### config.mk
export PLATFORM = sky130hd
export DESIGN_NAME = rdbe_engine
export DESIGN_NICKNAME = d
export VERILOG_FILES = /design/src/common/rdbe_pkg.sv /design/src/common/rdbe_stream_if.sv /design/src/rtl/rdbe_buf2.sv /design/src/rtl/rdbe_engine.sv
export SDC_FILE = /design/constraint.sdc
export NUM_CORES = 1
export LEC_CHECK = 0
export ABC_AREA = 1
export BUFFER_PORTS_ARGS = -buffer_cell sky130_fd_sc_hd__buf_2
export CAP_MARGIN = 20
export CELL_PAD_IN_SITES_DETAIL_PLACEMENT = 0
export CELL_PAD_IN_SITES_GLOBAL_PLACEMENT = 1
export CORE_UTILIZATION = 44
export DETAILED_ROUTE_END_ITERATION = 10
export GPL_TIMING_DRIVEN = 0
export HOLD_SLACK_MARGIN = 0.03
export PLACE_DENSITY_LB_ADDON = 0.1
export SYNTH_ARGS = -nofsm -noshare
export SYNTH_HDL_FRONTEND = slang
export SYNTH_SLANG_ARGS = --single-unit
### constraint.sdc
create_clock -name clk_sys_i -period 3.95 [get_ports clk_sys_i]
set_input_delay 0.1975 -clock clk_sys_i [delete_from_list [all_inputs] [get_ports clk_sys_i]]
set_output_delay 0.1975 -clock clk_sys_i [all_outputs]
set_load 0.005 [all_outputs]
### src/common/rdbe_pkg.sv
// Constants and types shared by the descriptor block engine and its buffer.
// Assumes a 16-bit word-addressed memory and a 16-bit descriptor word.
package rdbe_pkg;
    localparam int ADDR_W = 16;
    localparam int DATA_W = 16;
    localparam int BASE_W = 12;
    localparam int SA_W = 5;
    localparam int WC_W = 6;
    localparam int EV_W = 3;
    // Table region offsets for rx/tx subaddress and rx/tx mode code.
    localparam logic [ADDR_W-1:0] OFS_RX_SA = 16'h0000;
    localparam logic [ADDR_W-1:0] OFS_TX_SA = 16'h0080;
    localparam logic [ADDR_W-1:0] OFS_RX_MC = 16'h0100;
    localparam logic [ADDR_W-1:0] OFS_TX_MC = 16'h0180;
    localparam logic [ADDR_W-1:0] DATA_OFS = 16'h0002;
    // Descriptor word indices.
    localparam logic [1:0] IDX_CW = 2'h0;
    localparam logic [1:0] IDX_PA = 2'h1;
    localparam logic [1:0] IDX_PB = 2'h2;
    localparam logic [1:0] IDX_PBC = 2'h3;
    // Control word fields.
    localparam int CW_SEP_BC = 0;
    localparam int CW_BC_SEEN = 1;
    localparam int CW_BUF_SEL = 2;
    localparam int CW_TOUCHED = 4;
    localparam int CW_BRD_IRQ = 5;
    localparam int CW_ACC_IRQ = 6;
    localparam int CW_CZ_IRQ = 7;
    localparam int CW_CNT_LSB = 8;
    localparam int CW_CNT_MSB = 15;
    localparam logic [7:0] CNT_ONE = 8'h01;
    localparam logic [7:0] CNT_ZERO = 8'h00;
    // Mode codes with automatic broadcast illegalization.
    localparam logic [SA_W-1:0] MC_AUTO_A = 5'h00;
    localparam logic [SA_W-1:0] MC_AUTO_B = 5'h02;
    // Event bit positions in the pending and log words.
    localparam int EV_BRD = 0;
    localparam int EV_ACC = 1;
    localparam int EV_CZ = 2;
    typedef enum logic [2:0] {
        ST_IDLE = 3'h0,
        ST_RDESC = 3'h1,
        ST_DATA = 3'h3,
        ST_POST = 3'h2,
        ST_LOG = 3'h6
    } rdbe_state_t;
endpackage : rdbe_pkg

### src/common/rdbe_stream_if.sv
// Valid/ready word stream between the engine and its two-entry buffer.
// Assumes both ends run on the same clock.
`timescale 1ns/1ps
interface rdbe_stream_if #(parameter int W = 16);
    logic valid;
    logic ready;
    logic [W-1:0] data;
    modport src(output valid, output data, input ready);
    modport snk(input valid, input data, output ready);
endinterface : rdbe_stream_if

### src/rtl/rdbe_buf2.sv
// Two-entry buffer that absorbs receive words while memory is busy.
// Assumes one clock; full and empty are exact, so a stall back-pressures.
`timescale 1ns/1ps
module rdbe_buf2 (
    input wire logic clk_sys_i,
    input wire logic rst_n_i,
    rdbe_stream_if.snk in_s,
    rdbe_stream_if.src out_s
);
    logic [rdbe_pkg::DATA_W-1:0] mem_q [2];
    logic wp_q;
    logic rp_q;
    logic [1:0] cnt_q;
    logic push;
    logic pop;

    // Ready and valid come straight from the fill count.
    assign in_s.ready = (cnt_q != 2'h2);
    assign out_s.valid = (cnt_q != 2'h0);
    assign out_s.data = mem_q[rp_q];
    assign push = in_s.valid && in_s.ready;
    assign pop = out_s.valid && out_s.ready;

    // Storage is written only on a push, so no reset is needed on it.
    always_ff @(posedge clk_sys_i) begin
        if (push) begin
            mem_q[wp_q] <= in_s.data;
        end
    end

    // Pointers and count move together; a push and pop in one cycle cancel.
    always_ff @(posedge clk_sys_i or negedge rst_n_i) begin
        if (!rst_n_i) begin
            wp_q <= 1'b0;
            rp_q <= 1'b0;
            cnt_q <= 2'h0;
        end else begin
            if (push) begin
                wp_q <= ~wp_q;
            end
            if (pop) begin
                rp_q <= ~rp_q;
            end
            cnt_q <= cnt_q + {1'b0, push} - {1'b0, pop};
        end
    end
endmodule : rdbe_buf2

### src/rtl/rdbe_engine.sv
// Descriptor block engine of a serial-bus remote terminal: fetches the
// descriptor for each command, moves data words, then posts the update.
// Assumes the protocol engine and the memory sit on the same clock.
`timescale 1ns/1ps
module rdbe_engine (
    input wire logic clk_sys_i,
    input wire logic rst_n_i,
    input wire logic [rdbe_pkg::BASE_W-1:0] table_base_i,
    input wire logic pingpong_en_i,
    input wire logic rev_1553a_i,
    input wire logic status_word_transmit_option_i,
    input wire logic terminal_active_i,
    input wire logic cmd_tx_i,
    input wire logic cmd_mode_i,
    input wire logic [rdbe_pkg::SA_W-1:0] cmd_sa_i,
    input wire logic cmd_bcast_i,
    input wire logic cmd_illegal_i,
    input wire logic [rdbe_pkg::WC_W-1:0] cmd_word_count_i,
    input wire logic msg_error_i,
    input wire logic msg_done_i,
    input wire logic rx_valid_i,
    input wire logic [rdbe_pkg::DATA_W-1:0] rx_data_i,
    output logic rx_ready_o,
    output logic tx_valid_o,
    output logic [rdbe_pkg::DATA_W-1:0] tx_data_o,
    input wire logic tx_ready_i,
    output logic mem_req_o,
    output logic mem_we_o,
    output logic mem_burst_o,
    output logic [rdbe_pkg::ADDR_W-1:0] mem_addr_o,
    output logic [rdbe_pkg::DATA_W-1:0] mem_wdata_o,
    input wire logic [rdbe_pkg::DATA_W-1:0] mem_rdata_i,
    input wire logic mem_ack_i,
    input wire logic [rdbe_pkg::EV_W-1:0] irq_mask_i,
    input wire logic [rdbe_pkg::ADDR_W-1:0] irq_log_addr_i,
    input wire logic [rdbe_pkg::EV_W-1:0] irq_clear_i,
    output logic [rdbe_pkg::EV_W-1:0] irq_pending_o,
    output logic message_irq_out_o,
    output logic busy_o
);
    rdbe_pkg::rdbe_state_t state_q;
    logic [1:0] idx_q;
    logic [rdbe_pkg::DATA_W-1:0] desc_q [4];
    logic ta_q;
    logic tr_q, mode_q, bc_q, ill_q, pp_q, err_q, done_q, txv_q, mreq_q, mwe_q;
    logic [rdbe_pkg::SA_W-1:0] sa_q;
    logic [rdbe_pkg::WC_W-1:0] wc_q;
    logic [rdbe_pkg::WC_W-1:0] cnt_q;
    logic [rdbe_pkg::BASE_W-1:0] base_q;
    logic [rdbe_pkg::ADDR_W-1:0] maddr_q;
    logic [rdbe_pkg::DATA_W-1:0] mdata_q;
    logic [rdbe_pkg::DATA_W-1:0] txd_q;
    logic [rdbe_pkg::EV_W-1:0] pend_q;
    logic [2:0] rd_cnt_q;
    logic start, auto_ill, data_end, dec, bc_valid, post_wr, post_step;
    logic ld_rd_desc, ld_wr_rx, ld_rd_tx, ld_wr_post, ld_wr_log, launch, log_need;
    logic [1:0] sel_idx;
    logic [3:0] upd;
    logic [7:0] cnt_f;
    logic [rdbe_pkg::DATA_W-1:0] cw, new_cw, ptr_end, post_data, log_word, ld_data;
    logic [rdbe_pkg::ADDR_W-1:0] desc_addr, region, ptr_base, ld_addr;
    logic [rdbe_pkg::EV_W-1:0] ev;

    rdbe_stream_if #(.W(rdbe_pkg::DATA_W)) rx_in ();
    rdbe_stream_if #(.W(rdbe_pkg::DATA_W)) rx_out ();

    // Receive words queue here so a busy memory stalls the protocol engine.
    assign rx_in.valid = rx_valid_i;
    assign rx_in.data = rx_data_i;
    assign rx_ready_o = rx_in.ready;

    rdbe_buf2 u_rxbuf (
        .clk_sys_i(clk_sys_i),
        .rst_n_i(rst_n_i),
        .in_s(rx_in),
        .out_s(rx_out)
    );

    // A new command starts on the rising edge of terminal_active.
    assign start = (state_q == rdbe_pkg::ST_IDLE) && terminal_active_i && !ta_q;
    always_comb begin
        auto_ill = 1'b0;
        if (cmd_bcast_i && cmd_tx_i && !cmd_mode_i) begin
            auto_ill = 1'b1;
        end else if (cmd_bcast_i && cmd_mode_i && cmd_tx_i) begin
            if (cmd_sa_i == rdbe_pkg::MC_AUTO_A) begin
                auto_ill = 1'b1;
            end else if (cmd_sa_i == rdbe_pkg::MC_AUTO_B) begin
                auto_ill = !rev_1553a_i || status_word_transmit_option_i;
            end else begin
                auto_ill = cmd_sa_i[rdbe_pkg::SA_W-1] && !rev_1553a_i;
            end
        end else if (cmd_bcast_i && cmd_mode_i) begin
            if (cmd_sa_i == rdbe_pkg::MC_AUTO_A) begin
                auto_ill = rev_1553a_i;
            end else if (cmd_sa_i == rdbe_pkg::MC_AUTO_B) begin
                auto_ill = rev_1553a_i && status_word_transmit_option_i;
            end
        end
    end

    // Command fields and the table base are frozen for the whole message.
    // base held constant
    always_ff @(posedge clk_sys_i or negedge rst_n_i) begin
        if (!rst_n_i) begin
            ta_q <= 1'b0;
            tr_q <= 1'b0;
            mode_q <= 1'b0;
            bc_q <= 1'b0;
            ill_q <= 1'b0;
            pp_q <= 1'b0;
            sa_q <= '0;
            wc_q <= '0;
            base_q <= '0;
        end else begin
            ta_q <= terminal_active_i;
            if (start) begin
                tr_q <= cmd_tx_i;
                mode_q <= cmd_mode_i;
                bc_q <= cmd_bcast_i;
                ill_q <= cmd_illegal_i || auto_ill;
                pp_q <= pingpong_en_i;
                sa_q <= cmd_sa_i;
                wc_q <= cmd_word_count_i;
                base_q <= table_base_i;
            end
        end
    end

    always_comb begin
        case ({tr_q, mode_q})
            2'b00: region = rdbe_pkg::OFS_RX_SA;
            2'b10: region = rdbe_pkg::OFS_TX_SA;
            2'b01: region = rdbe_pkg::OFS_RX_MC;
            default: region = rdbe_pkg::OFS_TX_MC;
        endcase
    end
    assign desc_addr = 16'(base_q) + region + 16'({sa_q, 2'b00});

    assign cw = desc_q[rdbe_pkg::IDX_CW];
    always_comb begin
        if (pp_q) begin
            sel_idx = cw[rdbe_pkg::CW_BUF_SEL] ? rdbe_pkg::IDX_PA : rdbe_pkg::IDX_PB;
        end else if (bc_q && !tr_q && cw[rdbe_pkg::CW_SEP_BC]) begin
            sel_idx = rdbe_pkg::IDX_PBC;
        end else begin
            sel_idx = rdbe_pkg::IDX_PA;
        end
    end
    assign ptr_base = desc_q[sel_idx] + rdbe_pkg::DATA_OFS;
    assign ptr_end = ptr_base + 16'(cnt_q);

    // Memory requests are launched only when no access is outstanding.
    // descriptor before data
    assign ld_rd_desc = (state_q == rdbe_pkg::ST_RDESC) && !mreq_q;
    assign rx_out.ready = (state_q == rdbe_pkg::ST_DATA) && !tr_q && (ill_q || !mreq_q);
    assign ld_wr_rx = rx_out.valid && rx_out.ready && !ill_q;
    assign ld_rd_tx = (state_q == rdbe_pkg::ST_DATA) && tr_q && !ill_q && !bc_q
                      && !mreq_q && !txv_q && !done_q && (cnt_q < wc_q);
    assign post_wr = (idx_q == rdbe_pkg::IDX_CW) || upd[idx_q];
    assign ld_wr_post = (state_q == rdbe_pkg::ST_POST) && !mreq_q && post_wr;
    assign post_step = (state_q == rdbe_pkg::ST_POST)
                       && ((mreq_q && mem_ack_i) || (!mreq_q && !post_wr));
    assign ld_wr_log = (state_q == rdbe_pkg::ST_LOG) && !mreq_q && log_need;
    assign launch = ld_rd_desc || ld_wr_rx || ld_rd_tx || ld_wr_post || ld_wr_log;

    // Received data runs out once the message is over and nothing is queued.
    assign data_end = done_q && !mreq_q && !rx_out.valid && !txv_q;

    assign cnt_f = cw[rdbe_pkg::CW_CNT_MSB:rdbe_pkg::CW_CNT_LSB];
    assign dec = !pp_q && !err_q && !ill_q && (cnt_f != rdbe_pkg::CNT_ZERO);
    assign bc_valid = bc_q && (tr_q || !ill_q);
    always_comb begin
        new_cw = cw;
        new_cw[rdbe_pkg::CW_CNT_MSB:rdbe_pkg::CW_CNT_LSB] = dec ? cnt_f - rdbe_pkg::CNT_ONE : cnt_f;
        new_cw[rdbe_pkg::CW_TOUCHED] = 1'b1;
        new_cw[rdbe_pkg::CW_BUF_SEL] = pp_q ? (sel_idx == rdbe_pkg::IDX_PA) : cw[rdbe_pkg::CW_BUF_SEL];
        new_cw[rdbe_pkg::CW_BC_SEEN] = cw[rdbe_pkg::CW_BC_SEEN] || bc_valid;
    end
    assign upd[rdbe_pkg::IDX_CW] = 1'b1;
    assign upd[rdbe_pkg::IDX_PA] = !pp_q && !err_q && !ill_q && (sel_idx == rdbe_pkg::IDX_PA);
    assign upd[rdbe_pkg::IDX_PB] = 1'b0;
    assign upd[rdbe_pkg::IDX_PBC] = !pp_q && !err_q && !ill_q && (sel_idx == rdbe_pkg::IDX_PBC);
    assign post_data = (idx_q == rdbe_pkg::IDX_CW) ? new_cw : ptr_end;

    assign ev[rdbe_pkg::EV_CZ] = cw[rdbe_pkg::CW_CZ_IRQ] && dec && (cnt_f == rdbe_pkg::CNT_ONE);
    assign ev[rdbe_pkg::EV_ACC] = cw[rdbe_pkg::CW_ACC_IRQ];
    assign ev[rdbe_pkg::EV_BRD] = cw[rdbe_pkg::CW_BRD_IRQ] && bc_q && !ill_q && !tr_q;
    assign log_need = |(ev & ~irq_mask_i);
    assign log_word = {ev, tr_q, mode_q, sa_q, 6'h00};

    // Address and data of the access about to be launched.
    always_comb begin
        ld_addr = desc_addr + 16'(idx_q);
        ld_data = post_data;
        case (state_q)
            rdbe_pkg::ST_DATA: begin
                ld_addr = ptr_end;
                ld_data = rx_out.data;
            end
            rdbe_pkg::ST_LOG: begin
                ld_addr = irq_log_addr_i;
                ld_data = log_word;
            end
            default: begin
                ld_addr = desc_addr + 16'(idx_q);
                ld_data = post_data;
            end
        endcase
    end

    // Request stays up with stable address and data until acknowledged.
    always_ff @(posedge clk_sys_i or negedge rst_n_i) begin
        if (!rst_n_i) begin
            mreq_q <= 1'b0;
            mwe_q <= 1'b0;
            maddr_q <= '0;
            mdata_q <= '0;
        end else if (launch) begin
            mreq_q <= 1'b1;
            mwe_q <= ld_wr_rx || ld_wr_post || ld_wr_log;
            maddr_q <= ld_addr;
            mdata_q <= ld_data;
        end else if (mem_ack_i) begin
            mreq_q <= 1'b0;
        end
    end
    assign mem_req_o = mreq_q;
    assign mem_we_o = mwe_q;
    assign mem_addr_o = maddr_q;
    assign mem_wdata_o = mdata_q;
    assign mem_burst_o = (state_q == rdbe_pkg::ST_POST);

    always_ff @(posedge clk_sys_i) begin
        if ((state_q == rdbe_pkg::ST_RDESC) && mreq_q && mem_ack_i) begin
            desc_q[idx_q] <= mem_rdata_i;
        end
    end

    // Main sequence: read descriptor, move data, post, then log.
    always_ff @(posedge clk_sys_i or negedge rst_n_i) begin
        if (!rst_n_i) begin
            state_q <= rdbe_pkg::ST_IDLE;
            idx_q <= 2'h0;
        end else begin
            case (state_q)
                rdbe_pkg::ST_IDLE: begin
                    idx_q <= 2'h0;
                    if (start) begin
                        state_q <= rdbe_pkg::ST_RDESC;
                    end
                end
                rdbe_pkg::ST_RDESC: begin
                    if (mreq_q && mem_ack_i) begin
                        idx_q <= idx_q + 2'h1;
                        if (idx_q == rdbe_pkg::IDX_PBC) begin
                            state_q <= rdbe_pkg::ST_DATA;
                        end
                    end
                end
                rdbe_pkg::ST_DATA: begin
                    if (data_end) begin
                        state_q <= rdbe_pkg::ST_POST;
                    end
                end
                rdbe_pkg::ST_POST: begin
                    if (post_step) begin
                        idx_q <= idx_q + 2'h1;
                        if (idx_q == rdbe_pkg::IDX_PBC) begin
                            state_q <= rdbe_pkg::ST_LOG;
                        end
                    end
                end
                rdbe_pkg::ST_LOG: begin
                    if (!log_need || (mreq_q && mem_ack_i)) begin
                        state_q <= rdbe_pkg::ST_IDLE;
                    end
                end
                default: begin
                    state_q <= rdbe_pkg::ST_IDLE;
                end
            endcase
        end
    end

    // Message status: end and error are sticky until the next command.
    always_ff @(posedge clk_sys_i or negedge rst_n_i) begin
        if (!rst_n_i) begin
            done_q <= 1'b0;
            err_q <= 1'b0;
            cnt_q <= '0;
        end else if (start) begin
            done_q <= 1'b0;
            err_q <= 1'b0;
            cnt_q <= '0;
        end else begin
            done_q <= done_q || msg_done_i;
            err_q <= err_q || msg_error_i;
            if (ld_wr_rx || ld_rd_tx) begin
                cnt_q <= cnt_q + 6'h01;
            end
        end
    end

    // Transmit words are held until the protocol engine takes them.
    always_ff @(posedge clk_sys_i or negedge rst_n_i) begin
        if (!rst_n_i) begin
            txv_q <= 1'b0;
            txd_q <= '0;
        end else if ((state_q == rdbe_pkg::ST_DATA) && tr_q && mreq_q && mem_ack_i) begin
            txv_q <= 1'b1;
            txd_q <= mem_rdata_i;
        end else if (tx_ready_i) begin
            txv_q <= 1'b0;
        end
    end
    assign tx_valid_o = txv_q;
    assign tx_data_o = txd_q;

    // pending after processing
    // A new event wins over a clear in the same cycle.
    always_ff @(posedge clk_sys_i or negedge rst_n_i) begin
        if (!rst_n_i) begin
            pend_q <= '0;
        end else if ((state_q == rdbe_pkg::ST_LOG) && mreq_q && mem_ack_i) begin
            pend_q <= (pend_q & ~irq_clear_i) | (ev & ~irq_mask_i);
        end else begin
            pend_q <= pend_q & ~irq_clear_i;
        end
    end
    assign irq_pending_o = pend_q;
    assign message_irq_out_o = |pend_q;
    assign busy_o = (state_q != rdbe_pkg::ST_IDLE);

    // Helper: descriptor reads completed for the current command.
    always_ff @(posedge clk_sys_i or negedge rst_n_i) begin
        if (!rst_n_i) begin
            rd_cnt_q <= 3'h0;
        end else if (start) begin
            rd_cnt_q <= 3'h0;
        end else if ((state_q == rdbe_pkg::ST_RDESC) && mreq_q && mem_ack_i) begin
            rd_cnt_q <= rd_cnt_q + 3'h1;
        end
    end
endmodule : rdbe_engine

# Word level (Yosys, flattened, before mapping)
# Memory sizes are Yosys's and may differ from the RTL's.
# Index checks and enable logic that the tools add are counted.
# classes
n_addsub,10
order_cmp,2
n_eq_ne,19
muxes,42
bitwise_logic,7
n_reduce_logical,96
# op_table
operator,n
$pmux 16 s2,2
$logic_and 1x1->1,50
$pmux 9 s3,1
$mux 3,8
$mux 1,19
$logic_or 1x1->1,17
$add 12x16->16,1
$add 16x2->16,1
$add 16x2->16 const B,1
$add 16x6->16,1
$add 16x7->16,1
$mux 16,1
$pmux 3 s5,1
$logic_not 1->1,14
$mux 6,2
$mux 2,5
$eq 8x1->1 const B,1
$mux 8,1
$ne 2x1->1 const B,4
$ne 2x2->1 const B,4
$reduce_bool 2->1,4
$reduce_bool 8->1,1
$sub 8x1->8 const B,1
$reduce_and 7->1,1
24 further kinds,34
# word_totals
register_bits,100
mem_bits_rw,96
inputBits,92
out_inout_bits,58
wordCells,202
memories,2
# mem_list
memory,depth,width,rd,rd_ports_with_merged_regs,wr,line,source
desc_q,4,16,2,0,1,rdbe_engine.sv:43,logic [rdbe_pkg::DATA_W-1:0] desc_q [4];
u_rxbuf.mem_q,2,16,1,0,1,rdbe_buf2.sv:10,logic [rdbe_pkg::DATA_W-1:0] mem_q [2];

# Longest topological paths before layout
# Gate-level depths: netlist of run 1.
# depth
ltp_word,16
mapped_depth,24
ltp_nobuf,22

# Modules after synthesis
# Synthesis of run 1 repeated with hierarchy kept, for this count alone.
# unflattened
hier_cells,1114
hier_area_um2,9965.8
# by_module_without_submodules
mod,n_inst,cells_each,area_per_inst_um2,seq_area_each_um2
rdbe_engine,1,999,8538.2,4294.1
rdbe_buf2,1,115,1427.6,1061.0

# Worst setup path after synthesis of run 1
# No wires, ideal clock.
# synth_path
path_type,register to register
startpoint,reg pp_q
endpoint,"reg maddr_q, in the netlist mem_addr_o[9]"
setup_ns,0.117
arrival_ns,2.964
t_required_ns,3.833
setup_slack_ns,0.869
path_stages_with_launch,19
synth_period_minus_slack_ns,3.081
cell_sequence,dfrtp_1 nor2_1 nand2_2 nand2_4 buf_4 clkbuf_1 o21ai_0 ha_1 inv_1 ha_1 fa_1 nand4_1 nand3_1 nand3_2 xor2_1 or2_1 nand3_1 nand2_1 nand2_1
# synth_via
elab_chain_cells,10
word_cells_on_any_way,24
classes_between,2 x add/sub; 2 x eq/ne; 4 x mux; 1 x bitwise; 14 x reduce/logical; 1 x memory
# synth_rtl
item,line,source
from (decl),rdbe_engine.sv:45,"logic tr_q, mode_q, bc_q, ill_q, pp_q, err_q, done_q, txv_q, mreq_q, mwe_q;"
from (signal assigned),rdbe_engine.sv:122,pp_q <= pingpong_en_i;
"parallel branches: the longest is 10 deep, another holds $mem_v2 4x16",n/a,
to (signal assigned),rdbe_engine.sv:222,maddr_q <= ld_addr;
to (decl),rdbe_engine.sv:50,logic [rdbe_pkg::ADDR_W-1:0] maddr_q;
# Parallel ways; which one is timed is not known. The select of a mux whose other input is x is not followed.
# A chain may end at the register's enable or synchronous reset.

# Worst setup path after layout of run 1
# layout_path
startpoint,reg pp_q
endpoint,"reg mdata_q, in the netlist mem_wdata_o[8]"
# layout_via
elab_chain_cells,10
word_cells_on_any_way,26
classes_between,2 x add/sub; 2 x eq/ne; 6 x mux; 1 x bitwise; 14 x reduce/logical; 1 x memory
# layout_rtl
item,line,source
"parallel branches: the longest is 10 deep, another holds $mem_v2 4x16",n/a,
to (signal assigned),rdbe_engine.sv:223,mdata_q <= ld_data;
to (decl),rdbe_engine.sv:51,logic [rdbe_pkg::DATA_W-1:0] mdata_q;
# Parallel ways; which one is timed is not known. The select of a mux whose other input is x is not followed.

==> insert_results.sql, run 1 <==
INSERT INTO impl_metrics (metric_group, metric, value, unit) VALUES
('detailed_routing', 'drt_pre_antenna_iters', '5', ''),
('cells_and_area', 'drive_gt1_share', '18.64', '%'),
('worst_setup_path', 'critical_path.startpoint', 'pp_q$_DFFE_PN0P_', ''),
('worst_setup_path', 'worstSetupStartpointType', 'flip-flop', ''),
('floorplan', 'core_area', '21760', 'um^2'),
('logic_synthesis', 'synth-edff-count', '95', ''),
('worst_setup_path', 'critical_path.max_stage_delay', '0.45', 'ns'),
('min_path', 'hold_path.class', 'input pin to flip-flop', ''),
('pwr', 'p_leak', '5.671', 'nW'),
('logic_synthesis', 'synth.top_cell.area_share', '29.34', '%'),
('grt', 'grt.total_usage', '25.95', '%'),
('logic_synthesis', 'syn-num-nets', '1187', ''),
('worst_setup_path', 'slowest_cell_on_the_critical_path', 'sky130_fd_sc_hd__dfrtp_1', ''),
('place', 'hpwl_after_detailed_placement', '21350', 'um'),
('detailed_routing', 'post_drt_via_cell_ratio', '5.098', ''),
('worst_setup_path', 'path_delay_family', 'simple AND/OR/NAND/NOR gates', ''),
('clock_tree', 'ctsLongestPathBuffers', '2', ''),
('floorplan', 'io-pin-count', '150', ''),
('cells_and_area', 'nets', '1426', ''),
('timing', 'slew_headroom', '35.33', '%'),
('logic_synthesis', 'synth_area_leader_cell', 'sky130_fd_sc_hd__edfxtp_1', ''),
('clock_tree', 'clock-sinks', '195', ''),
('cells_and_area', 'final_util', '56.22', '%'),
('timing', 'finalHoldViolations', '0', ''),
('logic_synthesis', 'synth_sequential_area_ratio', '55.08', '%'),
('clock_tree', 'worst_setup_hold_path_clk_slew', '0.08', 'ns'),
('worst_setup_path', 'critical_path.max_fanout', '19', ''),
('outcome', 'run_status', 'complete, no violations', ''),
('logic_synthesis', 'synth.yosys.warnings', '0', ''),
('grt', 'pin_count_of_the_biggest_net_entering_global_routing', '65', ''),
('timing', 'final.hold.worst_slack', '0.06491', 'ns'),
('clock_tree', 'cts-buffers-inserted', '17', ''),
('pwr', 'areal_power_density_over_the_cells', '719.2', 'nW/um^2'),
('timing', 'maxSlewViolCount', '0', ''),
('grt', 'grt_first_pass_wirelength', '42970', 'um'),
('worst_setup_path', 'cp_cell_sequence', 'nor2_1, nand2_4, nand2_4, buf_4, nor2_1, a31oi_1, ha_1, ha_1, nand2_1, nand2_1, nand2_1, nand3_1, nand3_1, nand2_1, nand3_1, nand2_1, o21ai_1, nand2_1, nand2_1, nand2_1', ''),
('logic_synthesis', 'synth-main-ff-cell', 'sky130_fd_sc_hd__dfrtp_1', ''),
('cells_and_area', 'antenna-diode-count', '0', ''),
('timing', 'report.final.setup_viol', '0', ''),
('run', 'timing.max_cap.violations', '0', ''),
('clock_tree', 'clk-insertion-delay-late', '0.45', 'ns'),
('floorplan', 'start_util', '44.69', '%'),
('detailed_routing', 'count_of_unresolved_drc_violations_after_routing', '0', ''),
('logic_synthesis', 'synthesis.area', '9722', 'um^2'),
('timing', 'layout_min_cycle_time', '3.579', 'ns'),
('clock_tree', 'htree_levels', '4', ''),
('clock_tree', 'ctsRootBufferMaster', 'sky130_fd_sc_hd__clkbuf_16', ''),
('cells_and_area', 'area_growth_synth_to_finish', '25.80', '%'),
('logic_synthesis', 'synth_area_per_cell', '9.198', 'um^2'),
('clock_tree', 'post_cts_buffers', '0', ''),
('min_path', 'worst_hold_startpoint', 'irq_log_addr_i[11]', ''),
('grt', 'global_route.overflow_total', '0', ''),
('worst_setup_path', 'critPathRequiredTime', '4.29', 'ns'),
('grt', 'grt_antenna_before_repair', '0', ''),
('grt', 'first_global_vias', '7702', ''),
('worst_setup_path', 'critical_path_arrival', '3.91', 'ns'),
('logic_synthesis', 'synth_cells', '1057', ''),
('timing', 'finalClockSkew', '0.01817', 'ns'),
('worst_setup_path', 'critical-path-top-cell-by-count', 'sky130_fd_sc_hd__nand2_1', ''),
('floorplan', 'die_width', '150.6', 'um'),
('floorplan', 'placement_rows', '54', ''),
('place', 'placement.io_buffers', '149', ''),
('floorplan', 'area_of_the_die', '22690', 'um^2'),
('timing', 'slew_of_the_pin_with_the_lowest_slew_margin', '0.9690', 'ns'),
('detailed_routing', 'drt.antenna.violating_nets', '0', ''),
('detailed_routing', 'via_count', '8101', ''),
('logic_synthesis', 'synth.most_common_cell', 'sky130_fd_sc_hd__nand2_1', ''),
('floorplan', 'die_h', '150.6', 'um'),
('timing', 'fmaxAchievable', '0.2794', 'GHz'),
('worst_setup_path', 'timing.rr.start', 'pp_q$_DFFE_PN0P_', ''),
('logic_synthesis', 'synth_area_leaders', 'sky130_fd_sc_hd__edfxtp_1, sky130_fd_sc_hd__dfrtp_1, sky130_fd_sc_hd__nand2_1', '');
==> tightest hold or removal path, delay by kind of cell <==
kind | cells | cell delay [ns]
simple gates | 4 | 0.20
buf+inv | 1 | 0.08
==> final timing paths <==
path	endpoint	slack, ns	cells past startpoint
min in group asynchronous	mem_addr_o[15]$_DFFE_PN0P_	0.41	2
max reg2reg	mem_wdata_o[8]$_DFFE_PN0P_	0.37	20
max in group asynchronous	cnt_q[2]$_DFFE_PN0P_	2.81	3
min	mem_addr_o[11]$_DFFE_PN0P_	0.06	5
min reg2reg	mem_wdata_o[6]$_DFFE_PN0P_	0.48	2
max	mem_wdata_o[8]$_DFFE_PN0P_	0.37	20
==> cell usage in the layout (no fill, tap or decap), types with 18 or more instances in the layout <==
| cell type | synthesis | layout |
|---|---|---|
| sky130_fd_sc_hd__a21oi_1 | 30 | 30 |
| sky130_fd_sc_hd__buf_2 | 8 | 156 |
| sky130_fd_sc_hd__clkbuf_1 | 19 | 18 |
| sky130_fd_sc_hd__dfrtp_1 | 100 | 100 |
| sky130_fd_sc_hd__dlygate4sd3_1 | 0 | 70 |
| sky130_fd_sc_hd__edfxtp_1 | 95 | 95 |
| sky130_fd_sc_hd__ha_1 | 36 | 36 |
| sky130_fd_sc_hd__inv_1 | 97 | 97 |
| sky130_fd_sc_hd__nand2_1 | 306 | 306 |
| sky130_fd_sc_hd__nand3_1 | 62 | 62 |
| sky130_fd_sc_hd__nor2_1 | 101 | 95 |
| sky130_fd_sc_hd__o21ai_0 | 59 | 58 |
==> layer usage <==
layer,routed length [um],vias to the layer above,track usage [%]
met2,13390,227,42.37
met3,1303,26,3.364
li1,-,4007,-
met1,13390,3841,36.53
met5,0,-,0
met4,426,0,6.450
==> flip-flops by register name, indices dropped and copies added (netlist names), 2 cells and up <==
name and flops:
desc_q 63, u_rxbuf.mem_q 32, mem_addr_o 16, mem_wdata_o 16, tx_data_o 16, base_q 12, cnt_q 6, wc_q 6
sa_q 5, irq_pending_o 3, state_q 3, idx_q 2, u_rxbuf.cnt_q 2
==> timing repair <==
| item | in CTS | in global routing |
|---|---|---|
| endpoints found under the setup margin | 6 | 3 |
| resized for setup | 0 | 3 |
| gates cloned | 0 | 0 |
| hold buffers | 70 | 0 |
| endpoints found under the hold margin | 195 | 0 |
==> where the power goes <==
group          internal, W  switching [W]  total, W
Combinational      0.00137        0.00245   0.00382
Clock             0.000917       0.000996   0.00191
Sequential         0.00272       0.000343   0.00306
Total              0.00500        0.00379   0.00880
==> through the flow <==
stage / worst slack, ns / setup TNS, ns / cells / instance area [um^2] / power, W
finish: 0.3714 / 0 / 1589 / 12230 / 0.008796
global route: 0.05447 / 0 / 1589 / 12230 / 0.009447
CTS: 0.1974 / 0 / 1589 / 12220 / 0.008834
detailed placement: -0.09815 / -0.1856 / 1488 / 10860 / 0.006871
global placement: -0.09461 / -0.3006 / 1486 / 10820 / 0.006814
floorplan: 0.8694 / 0 / 1057 / 9722 / 0.005454
==> logic make-up (layout without fill, tap and decap cells) <==
kind of cell / count (synthesis) / in the layout / share of synthesized area, %
adders and majority gates: 38 / 38 / 5.045
muxes: 16 / 16 / 1.853
xor gates and xnor gates: 16 / 16 / 1.441
AOI/OAI and AO/OA: 146 / 146 / 8.893
buffers and inverters: 137 / 389 / 5.740
and+or+nand+nor: 509 / 509 / 21.94
DFF: 195 / 195 / 55.08
==> layout make-up <==
cell class | count | area, um^2
tap | 280 | 350.3
timing repair buffer | 221 | 1476
sequential | 195 | 5355
clock buffer | 17 | 425.4
multi-input combinational | 725 | 3829
buffer | 33 | 167.7
clock inverter | 15 | 240.2
fill | 2033 | 9525
inverter | 103 | 386.6
No activity file was read; power rests on OpenSTA's default activity.
==> run 2: changes to the inputs <==
==> constraint.sdc (replaced) <==
create_clock -name clk_sys_i -period 4.1 [get_ports clk_sys_i]
set_input_delay 0.205 -clock clk_sys_i [delete_from_list [all_inputs] [get_ports clk_sys_i]]
set_output_delay 0.205 -clock clk_sys_i [all_outputs]
set_load 0.005 [all_outputs]
==> run 2 against run 1 <==
  * Register-to-register slack improved by 0.06 ns
  * First-iteration DRC count shrank 3.5%
  * Die area unchanged
  * Critical endpoint unchanged
  * Core utilization is 0.13 points lower
  * Via count shrank 0.40%
  * Cell area shrank 0.22%
  * Sequential share of layout area is 0.099 points higher
  * Clock-buffer cell count stayed put
  * Fmax is 2.4% lower
==> insert_results.sql, run 2 (same netlist as run 1, synthesis figures left out) <==
INSERT INTO impl_metrics (metric_group, metric, value, unit) VALUES
('outcome', 'run_status', 'complete, no violations', ''),
('worst_setup_path', 'critical_path_arrival', '4.00', 'ns'),
('timing', 'final_min_period_over_clock_period', '89.47', '%'),
('grt', 'grt.total_usage', '25.99', '%'),
('timing', 'report.final.setup_viol', '0', ''),
('grt', 'grt_first_pass_wirelength', '43030', 'um'),
('floorplan', 'die_h', '150.6', 'um'),
('clock_tree', 'cts-buffers-inserted', '17', ''),
('detailed_routing', 'drt-initial-drc-count', '466', ''),
('timing', 'finalClockSkew', '0.01289', 'ns'),
('timing', 'finalHoldViolations', '0', ''),
('clock_tree', 'post_cts_buffers', '0', ''),
('place', 'post-place-cells', '1488', ''),
('clock_tree', 'ctsRootBufferMaster', 'sky130_fd_sc_hd__clkbuf_16', ''),
('pwr', 'p_sw_share', '43.05', '%'),
('detailed_routing', 'drt.antenna.violating_nets', '0', ''),
('pwr', 'peakVddDrop', '0.0003406', 'V'),
('pwr', 'pwr-share-comb', '43.4', '%'),
('timing', 'layout_min_cycle_time', '3.668', 'ns'),
('floorplan', 'start_util', '44.69', '%'),
('pwr', 'p_leak', '5.651', 'nW'),
('pwr', 'total_switching_power', '0.003642', 'W'),
('cells_and_area', 'layout.cells.non_filler', '1587', ''),
('pwr', 'p_int', '0.004818', 'W'),
('worst_setup_path', 'category_of_the_worst_setup_path_capture_point', 'flip-flop', ''),
('grt', 'grt_antenna_before_repair', '0', ''),
('detailed_routing', 'finalWirelength', '28470', 'um'),
('cells_and_area', 'final_common_cell', 'sky130_fd_sc_hd__nand2_1', ''),
('detailed_routing', 'drt_pre_antenna_iters', '5', ''),
('timing', 'slew_headroom', '35.49', '%'),
('timing', 'fmaxAchievable', '0.2726', 'GHz'),
('floorplan', 'die_width', '150.6', 'um'),
('detailed_routing', 'wl_per_cell', '17.94', 'um'),
('clock_tree', 'ctsLongestPathBuffers', '2', ''),
('pwr', 'areal_power_density_over_the_cells', '693.3', 'nW/um^2'),
('timing', 'layout_setup_ws', '0.4316', 'ns'),
('pwr', 'register_share_of_total_power', '34.8', '%'),
('detailed_routing', 'via_count', '8069', ''),
('grt', 'global_route.overflow_total', '0', ''),
('clock_tree', 'worst_setup_hold_path_clk_slew', '0.08', 'ns'),
('cells_and_area', 'fillers', '2039', ''),
('floorplan', 'io-pin-count', '150', ''),
('floorplan', 'placement_rows', '54', ''),
('cells_and_area', 'number_of_flip_flops_in_the_largest_register', '63', ''),
('place', 'dpl_cell_area', '10860', 'um^2'),
('clock_tree', 'clk-insertion-delay-late', '0.45', 'ns'),
('worst_setup_path', 'critPathRequiredTime', '4.44', 'ns'),
('cells_and_area', 'max_flop_register', 'desc_q', ''),
('cells_and_area', 'area_growth_synth_to_finish', '25.52', '%'),
('run', 'timing.max_cap.violations', '0', ''),
('place', 'hpwl_after_detailed_placement', '21350', 'um'),
('detailed_routing', 'post_drt_via_cell_ratio', '5.084', ''),
('cells_and_area', 'nets', '1424', ''),
('detailed_routing', 'count_of_unresolved_drc_violations_after_routing', '0', ''),
('timing', 'final.setup.tns', '0', 'ns'),
('timing', 'slew_of_the_pin_with_the_lowest_slew_margin', '0.9666', 'ns'),
('clock_tree', 'cts_tree', 'built', ''),
('min_path', 'hold_path.class', 'input pin to flip-flop', ''),
('worst_setup_path', 'critical_path.max_fanout', '19', ''),
('grt', 'pin_count_of_the_biggest_net_entering_global_routing', '65', ''),
('worst_setup_path', 'worstSetupStartpointType', 'flip-flop', ''),
('place', 'gp_routability_congestion', '0.8655', ''),
('worst_setup_path', 'worst-setup-path-type', 'flip-flop to flip-flop', ''),
('cells_and_area', 'drive_gt1_share', '18.59', '%'),
('cells_and_area', 'antenna-diode-count', '0', ''),
('cells_and_area', 'reg.largest.list', 'desc_q: 63 flops, u_rxbuf.mem_q: 32 flops', ''),
('timing', 'maxSlewViolCount', '0', ''),
('grt', 'first_global_vias', '7708', ''),
('pwr', 'clock_power_share', '21.7', '%'),
('cells_and_area', 'final_util', '56.09', '%'),
('clock_tree', 'htree_levels', '4', ''),
('place', 'dp_worst_setup_slack', '0.05185', 'ns'),
('floorplan', 'area_of_the_die', '22690', 'um^2'),
('cells_and_area', 'most-common-layout-cells', 'sky130_fd_sc_hd__nand2_1, sky130_fd_sc_hd__buf_2, sky130_fd_sc_hd__dfrtp_1', ''),
('clock_tree', 'clock-sinks', '195', ''),
('floorplan', 'core_area', '21760', 'um^2'),
('place', 'placement.io_buffers', '149', ''),
('timing', 'rsz0062_at_grt', 'false', ''),
('cells_and_area', 'finish.instance_area', '12200', 'um^2');
## run 2: routing by layer
metal | up-vias | GRT usage, % | part of all wire, %
li1 | 4005 | - | -
met1 | 3835 | 36.53 | 47
met2 | 205 | 42.51 | 47
met3 | 24 | 3.364 | 4.5
met4 | 0 | 6.450 | 1.4
met5 | - | 0 | 0
## run 2: cell type report
| class | instances | area (um^2) | area share [%] |
|---|---|---|---|
| Clock buffer | 17 | 425.4 | 3.486 |
| Multi-Input combinational cell | 725 | 3821 | 31.31 |
| Clock inverter | 15 | 240.2 | 1.969 |
| Timing Repair Buffer | 219 | 1456 | 11.93 |
| Sequential cell | 195 | 5355 | 43.88 |
| Buffer | 33 | 167.7 | 1.374 |
| Inverter | 103 | 386.6 | 3.168 |
| Tap cell | 280 | 350.3 | 2.871 |
## run 2: worst paths after layout
kind | end | cells after the start | slack (ns) | start
setup / recovery | mem_wdata_o[8]$_DFFE_PN0P_ | 20 | 0.43 | tr_q$_DFFE_PN0P_
hold / removal | bc_q$_DFFE_PN0P_ | 3 | 0.03 | cmd_bcast_i
setup reg to reg | mem_wdata_o[8]$_DFFE_PN0P_ | 20 | 0.43 | tr_q$_DFFE_PN0P_
hold reg to reg | mem_wdata_o[6]$_DFFE_PN0P_ | 2 | 0.48 | mem_wdata_o[6]$_DFFE_PN0P_
max in group asynchronous | cnt_q[2]$_DFFE_PN0P_ | 3 | 2.95 | rst_n_i
min in group asynchronous | mem_addr_o[15]$_DFFE_PN0P_ | 2 | 0.42 | rst_n_i
## run 2: stage by stage
step                hold slack, ns  power [W]
global route               0.06532   0.009098
detailed placement          0.3314   0.006619
floorplan                 -0.09059   0.005255
finish                     0.03104   0.008460
global placement            0.3278   0.006565
CTS                        0.03144   0.008516
## run 2: what timing repair did
item,in CTS,in global routing
setup endpoints to repair,0,19
endpoints found under the hold margin,192,0
gates resized for setup,0,1
hold buffers,68,0
## run 2: power by group through the flow
stage               Combinational (W)  Clock, W  Sequential (W)
floorplan                     0.00233         0         0.00292
finish                        0.00368   0.00184         0.00295
global placement              0.00359         0         0.00298
global route                  0.00416   0.00193         0.00301
detailed placement            0.00363         0         0.00299
CTS                           0.00371   0.00186         0.00295
## run 2: critical path, stage by stage, from the launching register on
cell and delay [ns]:
sky130_fd_sc_hd__dfrtp_1 0.40, sky130_fd_sc_hd__nor2_1 0.24, sky130_fd_sc_hd__nand2_2 0.23, sky130_fd_sc_hd__nand2_4 0.17
sky130_fd_sc_hd__buf_4 0.24, sky130_fd_sc_hd__nor2_1 0.06, sky130_fd_sc_hd__a31oi_1 0.18, sky130_fd_sc_hd__ha_1 0.27
sky130_fd_sc_hd__ha_1 0.38, sky130_fd_sc_hd__nand2_1 0.10, sky130_fd_sc_hd__nand2_1 0.07, sky130_fd_sc_hd__nand2_1 0.06
sky130_fd_sc_hd__nand3_1 0.13, sky130_fd_sc_hd__nand3_1 0.15, sky130_fd_sc_hd__nand2_1 0.21, sky130_fd_sc_hd__nand3_1 0.13
sky130_fd_sc_hd__nand2_1 0.10, sky130_fd_sc_hd__o21ai_1 0.22, sky130_fd_sc_hd__nand2_1 0.09, sky130_fd_sc_hd__nand2_1 0.07
sky130_fd_sc_hd__nand2_1 0.06
